**config.mk**
```make
export PLATFORM = sky130hd
export DESIGN_NAME = drive_speed_command_select
export DESIGN_NICKNAME = d
export VERILOG_FILES = /design/src/speed_cmd_pkg.sv /design/src/drive_speed_command_select.sv /design/src/pin_sync_edge.sv /design/src/tick_divider.sv
export SDC_FILE = /design/constraint.sdc
export NUM_CORES = 1
export LEC_CHECK = 0
export BUFFER_PORTS_ARGS = -buffer_cell sky130_fd_sc_hd__buf_4
export CAP_MARGIN = 10
export CELL_PAD_IN_SITES_DETAIL_PLACEMENT = 1
export CELL_PAD_IN_SITES_GLOBAL_PLACEMENT = 1
export CORE_MARGIN = 2
export CORE_UTILIZATION = 40
export CTS_CLUSTER_SIZE = 24
export DETAILED_ROUTE_END_ITERATION = 6
export PLACE_DENSITY_LB_ADDON = 0.1
export SLEW_MARGIN = 20
export SYNTH_ARGS = -nofsm -noshare
export SYNTH_HDL_FRONTEND = slang
export SYNTH_HIERARCHICAL = 1
export SYNTH_SLANG_ARGS = --single-unit
```
**constraint.sdc**
```tcl
create_clock -name clk -period 11.9 [get_ports clk]
set_clock_uncertainty 0.15 [all_clocks]
set_input_delay 1.19 -clock clk [delete_from_list [all_inputs] [get_ports clk]]
set_output_delay 1.19 -clock clk [all_outputs]
set_load 0.05 [all_outputs]
```
**src/speed_cmd_pkg.sv**
```systemverilog
// Shared constants and types for the speed command selector
package speed_cmd_pkg;

  // Data widths
  localparam int FREQ_W = 16;
  localparam int FUNC_W = 5;
  localparam int NUM_TERM = 4;
  localparam int DWELL_TIME_W = 7;

  // Terminal function codes
  localparam logic [FUNC_W-1:0] FN_JOG = 5'h04;
  localparam logic [FUNC_W-1:0] FN_UP = 5'h0f;
  localparam logic [FUNC_W-1:0] FN_DOWN = 5'h10;
  localparam logic [FUNC_W-1:0] FN_THREE_WIRE = 5'h11;
  localparam logic [FUNC_W-1:0] FN_UD_CLEAR = 5'h19;
  localparam logic [FUNC_W-1:0] FN_JOG_FWD = 5'h1a;
  localparam logic [FUNC_W-1:0] FN_JOG_REV = 5'h1b;

  // Frequency setting method and up/down modes
  localparam logic [3:0] METHOD_UPDOWN = 4'h8;
  localparam logic [1:0] UD_MODE_CONT = 2'h0;
  localparam logic [1:0] UD_MODE_STEP = 2'h1;
  localparam logic [1:0] UD_MODE_COMBO = 2'h2;
  localparam logic UD_SAVE_ON = 1'b1;

  // Values after reset and documented defaults, frequency in 0.01 Hz
  localparam logic [FREQ_W-1:0] FREQ_ZERO = 16'h0000;
  localparam logic [FREQ_W-1:0] DWELL_FREQ_DEFAULT = 16'h01f4;
  localparam logic [DWELL_TIME_W-1:0] DWELL_TIME_DEFAULT = 7'h00;

  // Timing: clock rate, base tick, long hold and dwell unit
  localparam int CLK_FREQ_HZ = 40_000_000;
  localparam int TICK_TIME_MS = 1;
  localparam int TICK_CYCLES = (CLK_FREQ_HZ / 1000) * TICK_TIME_MS;
  localparam int HOLD_TIME_S = 3;
  localparam int HOLD_TICKS = (HOLD_TIME_S * 1000) / TICK_TIME_MS;
  localparam int HOLD_CNT_W = 12;
  localparam int DWELL_UNIT_MS = 100;
  localparam int DWELL_UNIT_TICKS = DWELL_UNIT_MS / TICK_TIME_MS;
  localparam int DWELL_CNT_W = 14;
  localparam int PULSE_MIN_MS = 50;

  // Run sequencing states
  typedef enum logic [1:0] {ST_STOP, ST_DWELL, ST_RUN} run_state_e;

endpackage

```
**src/drive_speed_command_select.sv**
```systemverilog
// Frequency command selection from jog, up/down, three-wire and dwell
`timescale 1ns/1ps
`default_nettype none

// Notes on behaviour
// - Jog input runs at jog frequency over all sources except dwell.
// - Function code 4 makes a terminal the jog input.
// - Jog frequency is held between start and maximum frequency.
// - Codes 26 and 27 give forward and reverse jog.
// - Up/down source only acts when setting method is 8.
// - Code 15 is frequency increase, code 16 frequency decrease.
// - Code 25 clears the stored up/down frequency.
// - With save enabled, frequency before stop or deceleration is stored.
// - Clear is ignored while increase or decrease is active.
// - Mode 0 ramps up to max or high limit, down to zero or low limit.
// - Mode 1 steps per rising edge; saves at falling edge.
// - Mode 1 stop keeps last falling edge value; no save otherwise.
// - Mode 2 steps on edge, ramps continuously after 3 s held.
// - All modes share the ramp rate; step comes from step frequency.
// - Edges during a step are ignored; save value at release.
// - Code 17 enables three-wire control with latched run pulses.
// - Run start holds dwell frequency for dwell time, then accelerates.
// - No command passes above the maximum frequency.
// - A command below start frequency becomes zero.
module drive_speed_command_select #(
  parameter int TICK_CYCLES = speed_cmd_pkg::TICK_CYCLES
) (
  input wire logic clk,
  input wire logic arst_n,
  input wire logic input_terminal_1,
  input wire logic input_terminal_2,
  input wire logic input_terminal_3,
  input wire logic input_terminal_4,
  input wire logic forward_run,
  input wire logic [speed_cmd_pkg::FUNC_W-1:0] terminal1_function,
  input wire logic [speed_cmd_pkg::FUNC_W-1:0] terminal2_function,
  input wire logic [speed_cmd_pkg::FUNC_W-1:0] terminal3_function,
  input wire logic [speed_cmd_pkg::FUNC_W-1:0] terminal4_function,
  input wire logic [3:0] freq_setting_method,
  input wire logic [speed_cmd_pkg::FREQ_W-1:0] base_ref_freq,
  input wire logic [speed_cmd_pkg::FREQ_W-1:0] jog_freq_setting,
  input wire logic [speed_cmd_pkg::FREQ_W-1:0] max_freq_setting,
  input wire logic [speed_cmd_pkg::FREQ_W-1:0] start_freq_setting,
  input wire logic freq_limit_enable,
  input wire logic [speed_cmd_pkg::FREQ_W-1:0] freq_high_limit,
  input wire logic [speed_cmd_pkg::FREQ_W-1:0] freq_low_limit,
  input wire logic updown_save_enable,
  input wire logic [1:0] updown_mode_select,
  input wire logic [speed_cmd_pkg::FREQ_W-1:0] updown_step_freq,
  input wire logic [speed_cmd_pkg::FREQ_W-1:0] updown_ramp_rate,
  input wire logic [speed_cmd_pkg::FREQ_W-1:0] dwell_freq,
  input wire logic [speed_cmd_pkg::DWELL_TIME_W-1:0] dwell_time,
  output logic [speed_cmd_pkg::FREQ_W-1:0] freq_command,
  output logic reverse_dir,
  output logic run_active,
  output logic dwell_active,
  output logic jog_active,
  output logic [speed_cmd_pkg::FREQ_W-1:0] updown_freq,
  output logic [speed_cmd_pkg::FREQ_W-1:0] updown_saved_freq
);

  localparam int FW = speed_cmd_pkg::FREQ_W;
  localparam int HW = speed_cmd_pkg::HOLD_CNT_W;
  localparam int DW = speed_cmd_pkg::DWELL_CNT_W;
  localparam logic [HW-1:0] HOLD_LAST = HW'(speed_cmd_pkg::HOLD_TICKS - 1);
  localparam logic [DW-1:0] DWELL_UNIT = DW'(speed_cmd_pkg::DWELL_UNIT_TICKS);

  typedef struct packed {
    speed_cmd_pkg::run_state_e st;
    logic [FW-1:0] ud;
    logic [FW-1:0] saved;
    logic [FW-1:0] target;
    logic step_busy;
    logic up_prev;
    logic down_prev;
    logic clr_prev;
    logic run_prev;
    logic run_latch;
    logic [HW-1:0] hold_cnt;
    logic hold_long;
    logic [DW-1:0] dwell_cnt;
    logic [FW-1:0] freq_out;
    logic rev;
    logic dwell_out;
    logic run_out;
    logic jog_out;
  } ctrl_s;

  ctrl_s q;
  ctrl_s d;

  logic [4:0] pin_lvl;
  logic [4:0] pin_rise;
  logic tick;
  logic [speed_cmd_pkg::NUM_TERM*speed_cmd_pkg::FUNC_W-1:0] funcs;
  logic [3:0] term_lvl;
  logic fwd_lvl;
  logic fwd_rise;
  logic jog_lvl;
  logic jog_fwd_lvl;
  logic jog_rev_lvl;
  logic jog_any;
  logic up_lvl;
  logic down_lvl;
  logic clr_lvl;
  logic tw_assigned;
  logic tw_lvl;
  logic ud_selected;
  logic [FW-1:0] ud_hi;
  logic [FW-1:0] ud_lo;
  logic [DW-1:0] dwell_ticks;

  // True when a terminal carrying the code is at the given level set
  function automatic logic role_level(
    input logic [speed_cmd_pkg::NUM_TERM*speed_cmd_pkg::FUNC_W-1:0] fn,
    input logic [3:0] lvl,
    input logic [speed_cmd_pkg::FUNC_W-1:0] code
  );
    logic r;
    r = 1'b0;
    for (int i = 0; i < speed_cmd_pkg::NUM_TERM; i++)
    begin
      if (fn[i*speed_cmd_pkg::FUNC_W +: speed_cmd_pkg::FUNC_W] == code && lvl[i])
      begin
        r = 1'b1;
      end
    end
    return r;
  endfunction

  // Bound a widened frequency between lo and hi
  function automatic logic [FW-1:0] clamp_freq(
    input logic [FW:0] v,
    input logic [FW-1:0] lo,
    input logic [FW-1:0] hi
  );
    logic [FW-1:0] r;
    if (v > {1'b0, hi})
    begin
      r = hi;
    end
    else if (v < {1'b0, lo})
    begin
      r = lo;
    end
    else
    begin
      r = v[FW-1:0];
    end
    return r;
  endfunction

  // Widened sum for upward moves
  function automatic logic [FW:0] add_freq(input logic [FW-1:0] a, input logic [FW-1:0] b);
    return {1'b0, a} + {1'b0, b};
  endfunction

  // Subtraction that floors at zero
  function automatic logic [FW:0] sub_freq(input logic [FW-1:0] a, input logic [FW-1:0] b);
    logic [FW:0] r;
    r = '0;
    if (a > b)
    begin
      r = {1'b0, a - b};
    end
    return r;
  endfunction

  // One ramp step from cur toward tgt, never passing it
  function automatic logic [FW-1:0] move_toward(
    input logic [FW-1:0] cur,
    input logic [FW-1:0] tgt,
    input logic [FW-1:0] rate
  );
    logic [FW-1:0] r;
    r = tgt;
    if (cur < tgt)
    begin
      r = clamp_freq(add_freq(cur, rate), FW'(0), tgt);
    end
    else if (cur > tgt)
    begin
      r = clamp_freq(sub_freq(cur, rate), tgt, cur);
    end
    return r;
  endfunction

  // Pin synchroniser for terminals and the run pin
  pin_sync_edge #(
    .N(5)
  ) u_sync (
    .clk(clk),
    .arst_n(arst_n),
    .pin_async({forward_run, input_terminal_4, input_terminal_3,
                input_terminal_2, input_terminal_1}),
    .level(pin_lvl),
    .rise(pin_rise),
    .fall()
  );

  // Millisecond enable for ramps, holds and dwell
  tick_divider #(
    .CYCLES(TICK_CYCLES)
  ) u_tick (
    .clk(clk),
    .arst_n(arst_n),
    .tick(tick)
  );

  // Terminal roles from the assigned function codes
  assign funcs = {terminal4_function, terminal3_function, terminal2_function, terminal1_function};
  assign term_lvl = pin_lvl[3:0];
  assign fwd_lvl = pin_lvl[4];
  assign fwd_rise = pin_rise[4];
  assign jog_lvl = role_level(funcs, term_lvl, speed_cmd_pkg::FN_JOG);
  assign jog_fwd_lvl = role_level(funcs, term_lvl, speed_cmd_pkg::FN_JOG_FWD);
  assign jog_rev_lvl = role_level(funcs, term_lvl, speed_cmd_pkg::FN_JOG_REV);
  assign jog_any = jog_lvl | jog_fwd_lvl | jog_rev_lvl;
  assign up_lvl = role_level(funcs, term_lvl, speed_cmd_pkg::FN_UP);
  assign down_lvl = role_level(funcs, term_lvl, speed_cmd_pkg::FN_DOWN);
  assign clr_lvl = role_level(funcs, term_lvl, speed_cmd_pkg::FN_UD_CLEAR);
  assign tw_assigned = role_level(funcs, 4'hf, speed_cmd_pkg::FN_THREE_WIRE);
  assign tw_lvl = role_level(funcs, term_lvl, speed_cmd_pkg::FN_THREE_WIRE);

  // Up/down source enable and its bounds
  assign ud_selected = (freq_setting_method == speed_cmd_pkg::METHOD_UPDOWN);
  assign ud_hi = freq_limit_enable ? freq_high_limit : max_freq_setting;
  assign ud_lo = freq_limit_enable ? freq_low_limit : FW'(0);
  assign dwell_ticks = DW'(dwell_time) * DWELL_UNIT;

  // Next-state logic for up/down, run latch, dwell and output
  always_comb
  begin
    logic run_req;
    logic up_rise;
    logic up_fall;
    logic down_rise;
    logic down_fall;
    logic continuous;
    logic [FW-1:0] f;
    run_req = 1'b0;
    up_rise = 1'b0;
    up_fall = 1'b0;
    down_rise = 1'b0;
    down_fall = 1'b0;
    continuous = 1'b0;
    f = FW'(0);
    d = q;

    // Role edges from registered samples
    up_rise = up_lvl & ~q.up_prev;
    up_fall = ~up_lvl & q.up_prev;
    down_rise = down_lvl & ~q.down_prev;
    down_fall = ~down_lvl & q.down_prev;
    d.up_prev = up_lvl;
    d.down_prev = down_lvl;
    d.clr_prev = clr_lvl;

    // Run request: latched push-button or plain level, jog also runs
    if (tw_assigned)
    begin
      if (fwd_rise)
      begin
        d.run_latch = 1'b1;
      end
      if (!tw_lvl)
      begin
        d.run_latch = 1'b0;
      end
    end
    else
    begin
      d.run_latch = fwd_lvl;
    end
    run_req = q.run_latch | jog_any;
    d.run_prev = run_req;

    // Long-hold timer restarts on any change of the up or down input
    if ((up_lvl != q.up_prev) || (down_lvl != q.down_prev))
    begin
      d.hold_cnt = '0;
      d.hold_long = 1'b0;
    end
    else if ((up_lvl || down_lvl) && tick && !q.hold_long)
    begin
      d.hold_cnt = q.hold_cnt + HW'(1);
      if (q.hold_cnt == HOLD_LAST)
      begin
        d.hold_long = 1'b1;
      end
    end

    continuous = (updown_mode_select == speed_cmd_pkg::UD_MODE_CONT) ||
                 ((updown_mode_select == speed_cmd_pkg::UD_MODE_COMBO) && q.hold_long);

    if (ud_selected)
    begin
      // Continuous ramp while held
      if (continuous)
      begin
        d.step_busy = 1'b0;
        if (tick && up_lvl && !down_lvl)
        begin
          d.ud = clamp_freq(add_freq(q.ud, updown_ramp_rate), FW'(0), ud_hi);
        end
        else if (tick && down_lvl && !up_lvl)
        begin
          d.ud = clamp_freq(sub_freq(q.ud, updown_ramp_rate), ud_lo, ud_hi);
        end
      end
      // Single steps on rising edges, ramped at the common rate
      else if (q.step_busy)
      begin
        if (tick)
        begin
          d.ud = move_toward(q.ud, q.target, updown_ramp_rate);
          if (d.ud == q.target)
          begin
            d.step_busy = 1'b0;
          end
        end
      end
      else if (up_rise)
      begin
        d.target = clamp_freq(add_freq(q.ud, updown_step_freq), FW'(0), ud_hi);
        d.step_busy = 1'b1;
      end
      else if (down_rise)
      begin
        d.target = clamp_freq(sub_freq(q.ud, updown_step_freq), ud_lo, ud_hi);
        d.step_busy = 1'b1;
      end

      // Restore the stored value at a run start
      if (run_req && !q.run_prev && updown_save_enable == speed_cmd_pkg::UD_SAVE_ON)
      begin
        d.ud = q.saved;
      end

      // Clear of the stored value, refused while up or down is held
      if (clr_lvl && !q.clr_prev && !up_lvl && !down_lvl)
      begin
        d.saved = speed_cmd_pkg::FREQ_ZERO;
        d.ud = speed_cmd_pkg::FREQ_ZERO;
      end

      // Save at release; save events win over a clear
      if (updown_save_enable == speed_cmd_pkg::UD_SAVE_ON)
      begin
        if (up_fall || down_fall)
        begin
          d.saved = q.ud;
        end
        else if (!run_req && q.run_prev &&
                 updown_mode_select != speed_cmd_pkg::UD_MODE_STEP)
        begin
          d.saved = q.ud;
        end
      end
    end

    // Run sequencing with dwell before acceleration
    case (q.st)
      speed_cmd_pkg::ST_STOP:
      begin
        d.dwell_cnt = '0;
        if (run_req)
        begin
          d.st = (dwell_ticks == '0) ? speed_cmd_pkg::ST_RUN : speed_cmd_pkg::ST_DWELL;
        end
      end
      speed_cmd_pkg::ST_DWELL:
      begin
        if (!run_req)
        begin
          d.st = speed_cmd_pkg::ST_STOP;
          d.dwell_cnt = '0;
        end
        else if (tick)
        begin
          d.dwell_cnt = q.dwell_cnt + DW'(1);
          if (q.dwell_cnt == dwell_ticks - DW'(1))
          begin
            d.st = speed_cmd_pkg::ST_RUN;
          end
        end
      end
      speed_cmd_pkg::ST_RUN:
      begin
        if (!run_req)
        begin
          d.st = speed_cmd_pkg::ST_STOP;
        end
      end
      default:
      begin
        d.st = speed_cmd_pkg::ST_STOP;
      end
    endcase

    // Source priority: dwell, jog, up/down, other reference
    if (d.st == speed_cmd_pkg::ST_STOP)
    begin
      f = speed_cmd_pkg::FREQ_ZERO;
    end
    else if (d.st == speed_cmd_pkg::ST_DWELL)
    begin
      f = dwell_freq;
    end
    else if (jog_any)
    begin
      f = clamp_freq({1'b0, jog_freq_setting}, start_freq_setting, max_freq_setting);
    end
    else if (ud_selected)
    begin
      f = q.ud;
    end
    else
    begin
      f = base_ref_freq;
    end

    // Final limits
    if (f > max_freq_setting)
    begin
      f = max_freq_setting;
    end
    if (f < start_freq_setting)
    begin
      f = speed_cmd_pkg::FREQ_ZERO;
    end

    d.freq_out = f;
    d.rev = jog_rev_lvl && !jog_fwd_lvl && !jog_lvl && (d.st == speed_cmd_pkg::ST_RUN);
    d.dwell_out = (d.st == speed_cmd_pkg::ST_DWELL);
    d.run_out = (d.st != speed_cmd_pkg::ST_STOP);
    d.jog_out = jog_any && (d.st == speed_cmd_pkg::ST_RUN);
  end

  // State register
  always_ff @(posedge clk or negedge arst_n)
  begin
    if (!arst_n)
    begin
      q <= '0;
    end
    else
    begin
      q <= d;
    end
  end

  // Outputs straight from flops
  assign freq_command = q.freq_out;
  assign reverse_dir = q.rev;
  assign run_active = q.run_out;
  assign dwell_active = q.dwell_out;
  assign jog_active = q.jog_out;
  assign updown_freq = q.ud;
  assign updown_saved_freq = q.saved;

endmodule

`default_nettype wire

```
**src/pin_sync_edge.sv**
```systemverilog
// Two-flop synchroniser with registered edge detection for pin inputs
`timescale 1ns/1ps
`default_nettype none

module pin_sync_edge #(
  parameter int N = 5
) (
  input wire logic clk,
  input wire logic arst_n,
  input wire logic [N-1:0] pin_async,
  output logic [N-1:0] level,
  output logic [N-1:0] rise,
  output logic [N-1:0] fall
);

  typedef struct packed {
    logic [N-1:0] meta;
    logic [N-1:0] sync;
    logic [N-1:0] prev;
  } sync_s;

  sync_s q;
  sync_s d;

  // Next stage values; first stage feeds only the second
  always_comb
  begin
    d = q;
    d.meta = pin_async;
    d.sync = q.meta;
    d.prev = q.sync;
  end

  // State register
  always_ff @(posedge clk or negedge arst_n)
  begin
    if (!arst_n)
    begin
      q <= '0;
    end
    else
    begin
      q <= d;
    end
  end

  // Edges from two registered samples
  assign level = q.sync;
  assign rise = q.sync & ~q.prev;
  assign fall = ~q.sync & q.prev;

endmodule

`default_nettype wire

```
**src/tick_divider.sv**
```systemverilog
// Divider giving a one-cycle enable pulse every CYCLES clocks
`timescale 1ns/1ps
`default_nettype none

module tick_divider #(
  parameter int CYCLES = 40000
) (
  input wire logic clk,
  input wire logic arst_n,
  output logic tick
);

  localparam int CW = $clog2(CYCLES);
  localparam logic [CW-1:0] LAST = CW'(CYCLES - 1);

  typedef struct packed {
    logic [CW-1:0] cnt;
    logic tick;
  } div_s;

  div_s q;
  div_s d;

  // Count and wrap
  always_comb
  begin
    d = q;
    d.tick = 1'b0;
    if (q.cnt == LAST)
    begin
      d.cnt = '0;
      d.tick = 1'b1;
    end
    else
    begin
      d.cnt = q.cnt + CW'(1);
    end
  end

  // State register
  always_ff @(posedge clk or negedge arst_n)
  begin
    if (!arst_n)
    begin
      q <= '0;
    end
    else
    begin
      q <= d;
    end
  end

  assign tick = q.tick;

endmodule

`default_nettype wire
```
==> impl_results.md, run 1 <==
* Final GP Congestion at 0.985
* Avg Inst Size Synth at roughly 8 um^2
* Period utilization at 0.835
* Leakage at approximately 0.011 uW
* DIE HEIGHT at roughly 220 um
* Post-Synthesis Cells at 2370
* Post-Syn Area at around 19000 um^2
* Sinks on the clock net at 131
* Final min period at 9.94 ns
* Bufs on Longest Clock Path at 2
* RSZ-0062 raised after global routing: false
* Max Fclk at 101 MHz
* Post-Syn Nets at about 2900
* Clk_lat worst skew at between 0.4 and 0.5 ns
* Critical Path End Type: flop
* WP data arrival at 10.09 ns
* FP Rows at 79
* Slew @ Worst Pin at 1.02 ns
* CP required at 12.05 ns
* Postcts setup bufs at 0
* Clock group share of total power at 0.114
* Port bufs at 237
* Switching Fraction at 0.575
* Crit path max fanout at 28
* Reg power frac at 0.122
* Clock transition at path regs at about 0.07 ns
* Pwr per Cell Area at around 210 nW/um^2
* Final net count at just over 3000
* CTS tree: done
* Failing checks: DRC
* Hpwl dp at 70500 um
* Register-to-Register Path Depth at 22
* Slowest CP cell: a2111oi_4
* Max-Slew Margin vs Limit at 0.299
* Layout area overhead at 15.2%
* Syn. warnings at 6
* Antenna Nets Post-Route at 0
* Most frequent cells in the layout: 317 x ha_1, 295 x buf_4, 194 x nor2_1
* Total CTS buffers at 17
* Die X at 222 um
* DR vias at 20149
* DRC viols at 8
* Vias per std cell at 6.34
* Remaining global-route overflow at 0
* Setup TNS at 0 ns
* HP Class: reg2reg
* Hold Vio Cnt, Final at 0
* R2r endpoint: q[52]
* WL per Instance at ~28 um
* Max_cap viols at 0
* WHS at between 0.15 and 0.2 ns
* Max VDD drop at 101 uV
* Core area at 46700 um^2
* Vias in the first global route at 20729
* Gate power share at 0.764
* DR pass1 iterations at 7
* Worst Setup EP: freq_command[14]
* CTS resizes at 0
* Switching pwr at 2600 uW
* Hold path startpoint: u_sync/d[7]
* Finish-stage setup viols at 0
* Io pins at ~240
* Global-route wire length before repair at approximately 130000 um
* Clock root cell: clkbuf_16
* Initial Utilization at 0.406
* H-tree levels at 4
* R2R setup slack at 3.51 ns
* Initial antenna violation count at 12
* Crit start category: input port
* DRT iter0 DRCs at ~1600
* Leading cell type in the layout, fill and taps excluded: ha_1
* Critical path class: in2reg
* Pins Over Slew Limit at 0
* Worst r2r src: updown_freq[1]
* Crit path launch: dwell_time[2]
* Total wire length at 89500 um
* Share of layout cells above drive strength 1 at 0.144
* GRT Overall Usage at 0.358
* Status: finished with violations
* Largest net degree at the start of global routing at 74
* CTS Hold Bufs at 0
* Int Pwr at 1920 uW
* Die area at between 40000 and 50000 um^2
* Max incr delay on CP at roughly 0.87 ns
metrics by stage:
stage / instance area (um^2) / total power (uW) / setup WS [ns] / cells / util
2_1_floorplan: 18900 / 2720 / 2.47 / 2370 / -
5_1_grt: 21800 / 4780 / 1.41 / 3179 / 0.468
6_report: 21800 / 4530 / 1.96 / 3180 / 0.468
4_1_cts: 21800 / 4400 / 2.05 / 3169 / 0.467
3_5_place_dp: 21200 / 3870 / 1.56 / 3137 / 0.455
3_3_place_gp: 21200 / 3780 / 1.86 / 3137 / 0.455
metal layers:
metal  part of all wire  global-route usage
met1               0.44               0.475
met5            0.00016                   0
met4              0.044               0.168
met2               0.44               0.557
met3              0.078              0.0747
state kept, by name, summed over array words and instances (netlist names):
| name | flops |
|---|---|
| reverse_dir | 1 |
| u_tick/tick | 1 |
| freq_command | 16 |
| updown_freq | 16 |
| updown_saved_freq | 16 |
| u_sync/level | 5 |
| u_sync/d | 5 |
| dwell_active | 1 |
| u_sync/q | 1 |
| jog_active | 1 |
| u_tick/q | 16 |
| run_active | 1 |
| q | 51 |
power groups by stage:
stage,combinational (uW),sequential (uW),clock (uW)
after CTS,3330,550,520
after detailed placement,3310,557,0
after floorplan,2160,559,0
after global routing,3690,554,536
after global placement,3220,557,0
final,3460,553,514
worst min path at each step:
stage,end,slack [ns],cells past startpoint
after floorplan,u_sync/level[0],0.18,0
final,u_sync/level[2],0.20,0
after global placement,u_sync/level[3],0.18,0
after global routing,u_sync/level[0],0.22,0
after detailed placement,u_sync/level[3],0.19,0
after CTS,u_sync/level[3],0.20,0
critical path: cells and delay by family:
| family | cells | cell delay (ns) |
|---|---|---|
| buf+inv | 2 | 0.23 |
| simple gates | 9 | 2.09 |
| compound gates | 17 | 3.98 |
| mux | 1 | 0.33 |
| fa+ha+maj | 6 | 2.03 |
| xor+xnor | 1 | 0.18 |
cell type report:
class	instances	area [um^2]
flip-flops and latches	131	3280
clock buffers	20	457
diodes	11	27.5
clock inverters	12	92.6
fillers	5744	24800
repair buffers	296	2230
inverters	187	702
well taps	607	759
multi-input cells	1916	14300
Note: power is estimated with default switching activity, not from simulation.
==> run 2, diff against run 1 <==
- clock period: 11.9 -> 9.4 ns (I/O delays scaled with it)
==> run 2 against run 1 <==
- sequential share of layout area fell by 0.069 points
- worst setup slack worse by 1.2 ns
- clock power increased by 37%
- the flow still finishes with violations (DRC)
- non-clock buffer count is 8 higher
- critical path type unchanged
- global-route usage is 0.50 points higher
- sequential power is 24% higher
- largest cell class unchanged
==> impl_results.md, run 2 (same netlist as run 1, synthesis figures left out) <==
* Status: finished with violations
* Failing checks: DRC
* Share of layout cells above drive strength 1 at 0.147 (+0.00305)
* HP Class: reg2reg
* Hold Vio Cnt, Final at 0 (unchanged)
* Clock transition at path regs at 0.07 ns (about the same)
* CTS resizes at 0 (unchanged)
* Critical Path Most Common Cell: o21a_1
* Slowest CP cell: or4_1
* Max_cap viols at 0 (unchanged)
* DRC viols at 26 (+18)
* Max VDD drop at 146 uV (+44%)
* Pwr per Cell Area at 266 nW/um^2 (+28%)
* DIE HEIGHT at 222 um (unchanged)
* Crit start category: input port
* Die area at 49100 um^2 (unchanged)
* Most frequent cells in the layout: 317 x ha_1, 302 x buf_4, 194 x nor2_1
* DR pass1 iterations at 7 (unchanged)
* Period utilization at 0.917
* Slew @ Worst Pin at 0.976 ns (-0.0483 ns)
* Initial Utilization at 0.406 (unchanged)
* CP required at 9.58 ns (-2.47 ns)
* GRT Overall Usage at 0.363 (+0.00497)
* Core area at 46700 um^2 (unchanged)
* Remaining global-route overflow at 0 (unchanged)
* Layout area overhead at 15.8%
* Pins Over Slew Limit at 0 (unchanged)
* Final GP Congestion at 0.983 (-0.18%)
* Sinks on the clock net at 131 (unchanged)
* Max incr delay on CP at 0.56 ns (-0.31 ns)
* Leading cell type in the layout, fill and taps excluded: ha_1
* Total CTS buffers at 17 (unchanged)
* Io pins at 238 (unchanged)
* Vias in the first global route at 20941 (+1.0%)
* Clk_lat worst skew at 0.47 ns (about the same)
* Clock root cell: clkbuf_16
* Finish-stage setup viols at 0 (unchanged)
* Placed instance area at 21300 um^2 (+0.37%)
* Max reg flops at 51 (unchanged)
* Setup TNS at 0 ns (unchanged)
* Design Power at 5820 uW (+29%)
* Max-Slew Margin vs Limit at 0.349 (+0.0498)
* DR vias at 20018 (-0.65%)
* Final net count at 3066 (+0.26%)
* FP Rows at 79 (unchanged)
* Vias per std cell at 6.29 (-0.68%)
* CTS Hold Bufs at 0 (unchanged)
* Hpwl dp at 71900 um (+1.9%)
* Global-route wire length before repair at 134000 um (+1.3%)
* RSZ-0062 raised after global routing: false
* Port bufs at 237 (unchanged)
* Leakage at 0.0108 uW (+0.66%)
* Top reg by flops: q
* Postcts setup bufs at 0 (unchanged)
* Max Fclk at ~120 MHz
* H-tree levels at 4 (unchanged)
* Critical path class: in2reg
* Largest net degree at the start of global routing at 75 (+1.4%)
* Bufs on Longest Clock Path at 2 (unchanged)
* WP data arrival at 8.80 ns (-1.29 ns)
* WL per Instance at 28.5 um (+1.2%)
* Antenna Nets Post-Route at 0 (unchanged)
* Critical Path End Type: flop
* Final Cell Area at 21900 um^2 (+0.46%)
* DRT iter0 DRCs at 1739 (+12%)
* Initial antenna violation count at 8 (-4)
* Die X at 222 um (unchanged)
* Total wire length at 90700 um (+1.3%)
* Final min period at 8.62 ns
* Crit path max fanout at 26 (-7.1%)
* CTS tree: done
-- run 2: cell count changes in the layout (fill, tap and decap cells not counted), sizes merged --
cell      delta
clkbuf       -2
clkinvlp     -2
bufinv       +2
diode        -7
buf          +8
inv          +2
-- run 2: worst paths after layout --
check | depth (start not counted) | end | from | slack (ns)
setup / recovery | 39 | freq_command[7] | dwell_time[2] | 0.78
hold / removal | 0 | u_sync/level[3] | u_sync/d[8] | 0.20
setup reg to reg | 20 | q[52] | updown_freq[0] | 1.28
hold reg to reg | 0 | u_sync/level[3] | u_sync/d[8] | 0.20
max in group asynchronous | 2 | q[45] | arst_n | 7.39
min in group asynchronous | 1 | u_sync/d[8] | arst_n | 0.28
-- run 2: where the power goes --
group | internal, uW | total (uW) | leakage (uW) | switching (uW)
logic | 1480 | 4440 | 0.00883 | 2960
registers | 619 | 683 | 0.00169 | 63.9
clock network | 399 | 703 | 0.000288 | 304
total | 2500 | 5820 | 0.0108 | 3330
-- run 2: layout make-up --
cell class,instances,area [um^2]
Clock buffer,18,429
Inverter,187,702
Multi-Input combinational cell,1916,14300
Sequential cell,131,3280
Tap cell,607,759
Fill cell,5740,24700
Timing Repair Buffer,304,2300
Clock inverter,14,166
Antenna cell,4,10.0
-- run 2: critical path, delay by kind of cell --
family          cells  cell delay (ns)
compound gates     17             3.12
mux                 1             0.23
xor+xnor            1             0.19
buf+inv             5             0.86
fa+ha+maj           6             1.93
simple gates        9             1.52
-- run 2: metal layers --
metal  GRT usage  share of wire  vias to the layer above
met1       0.476           0.43                     9917
met2       0.573           0.44                      817
li1            -              -                     9072
met4       0.149          0.045                        6
met3      0.0868          0.082                      206
met5           0        0.00039                        -
-- run 2: through the flow --
step,util,std cells,hold slack [ns],worst slack [ns]
floorplan,-,2370,0.181,0.218
global placement,0.457,3145,0.184,0.562
detailed placement,0.457,3145,0.187,0.381
CTS,0.469,3177,0.202,0.795
global route,0.470,3181,0.205,0.321
finish,0.470,3181,0.200,0.784
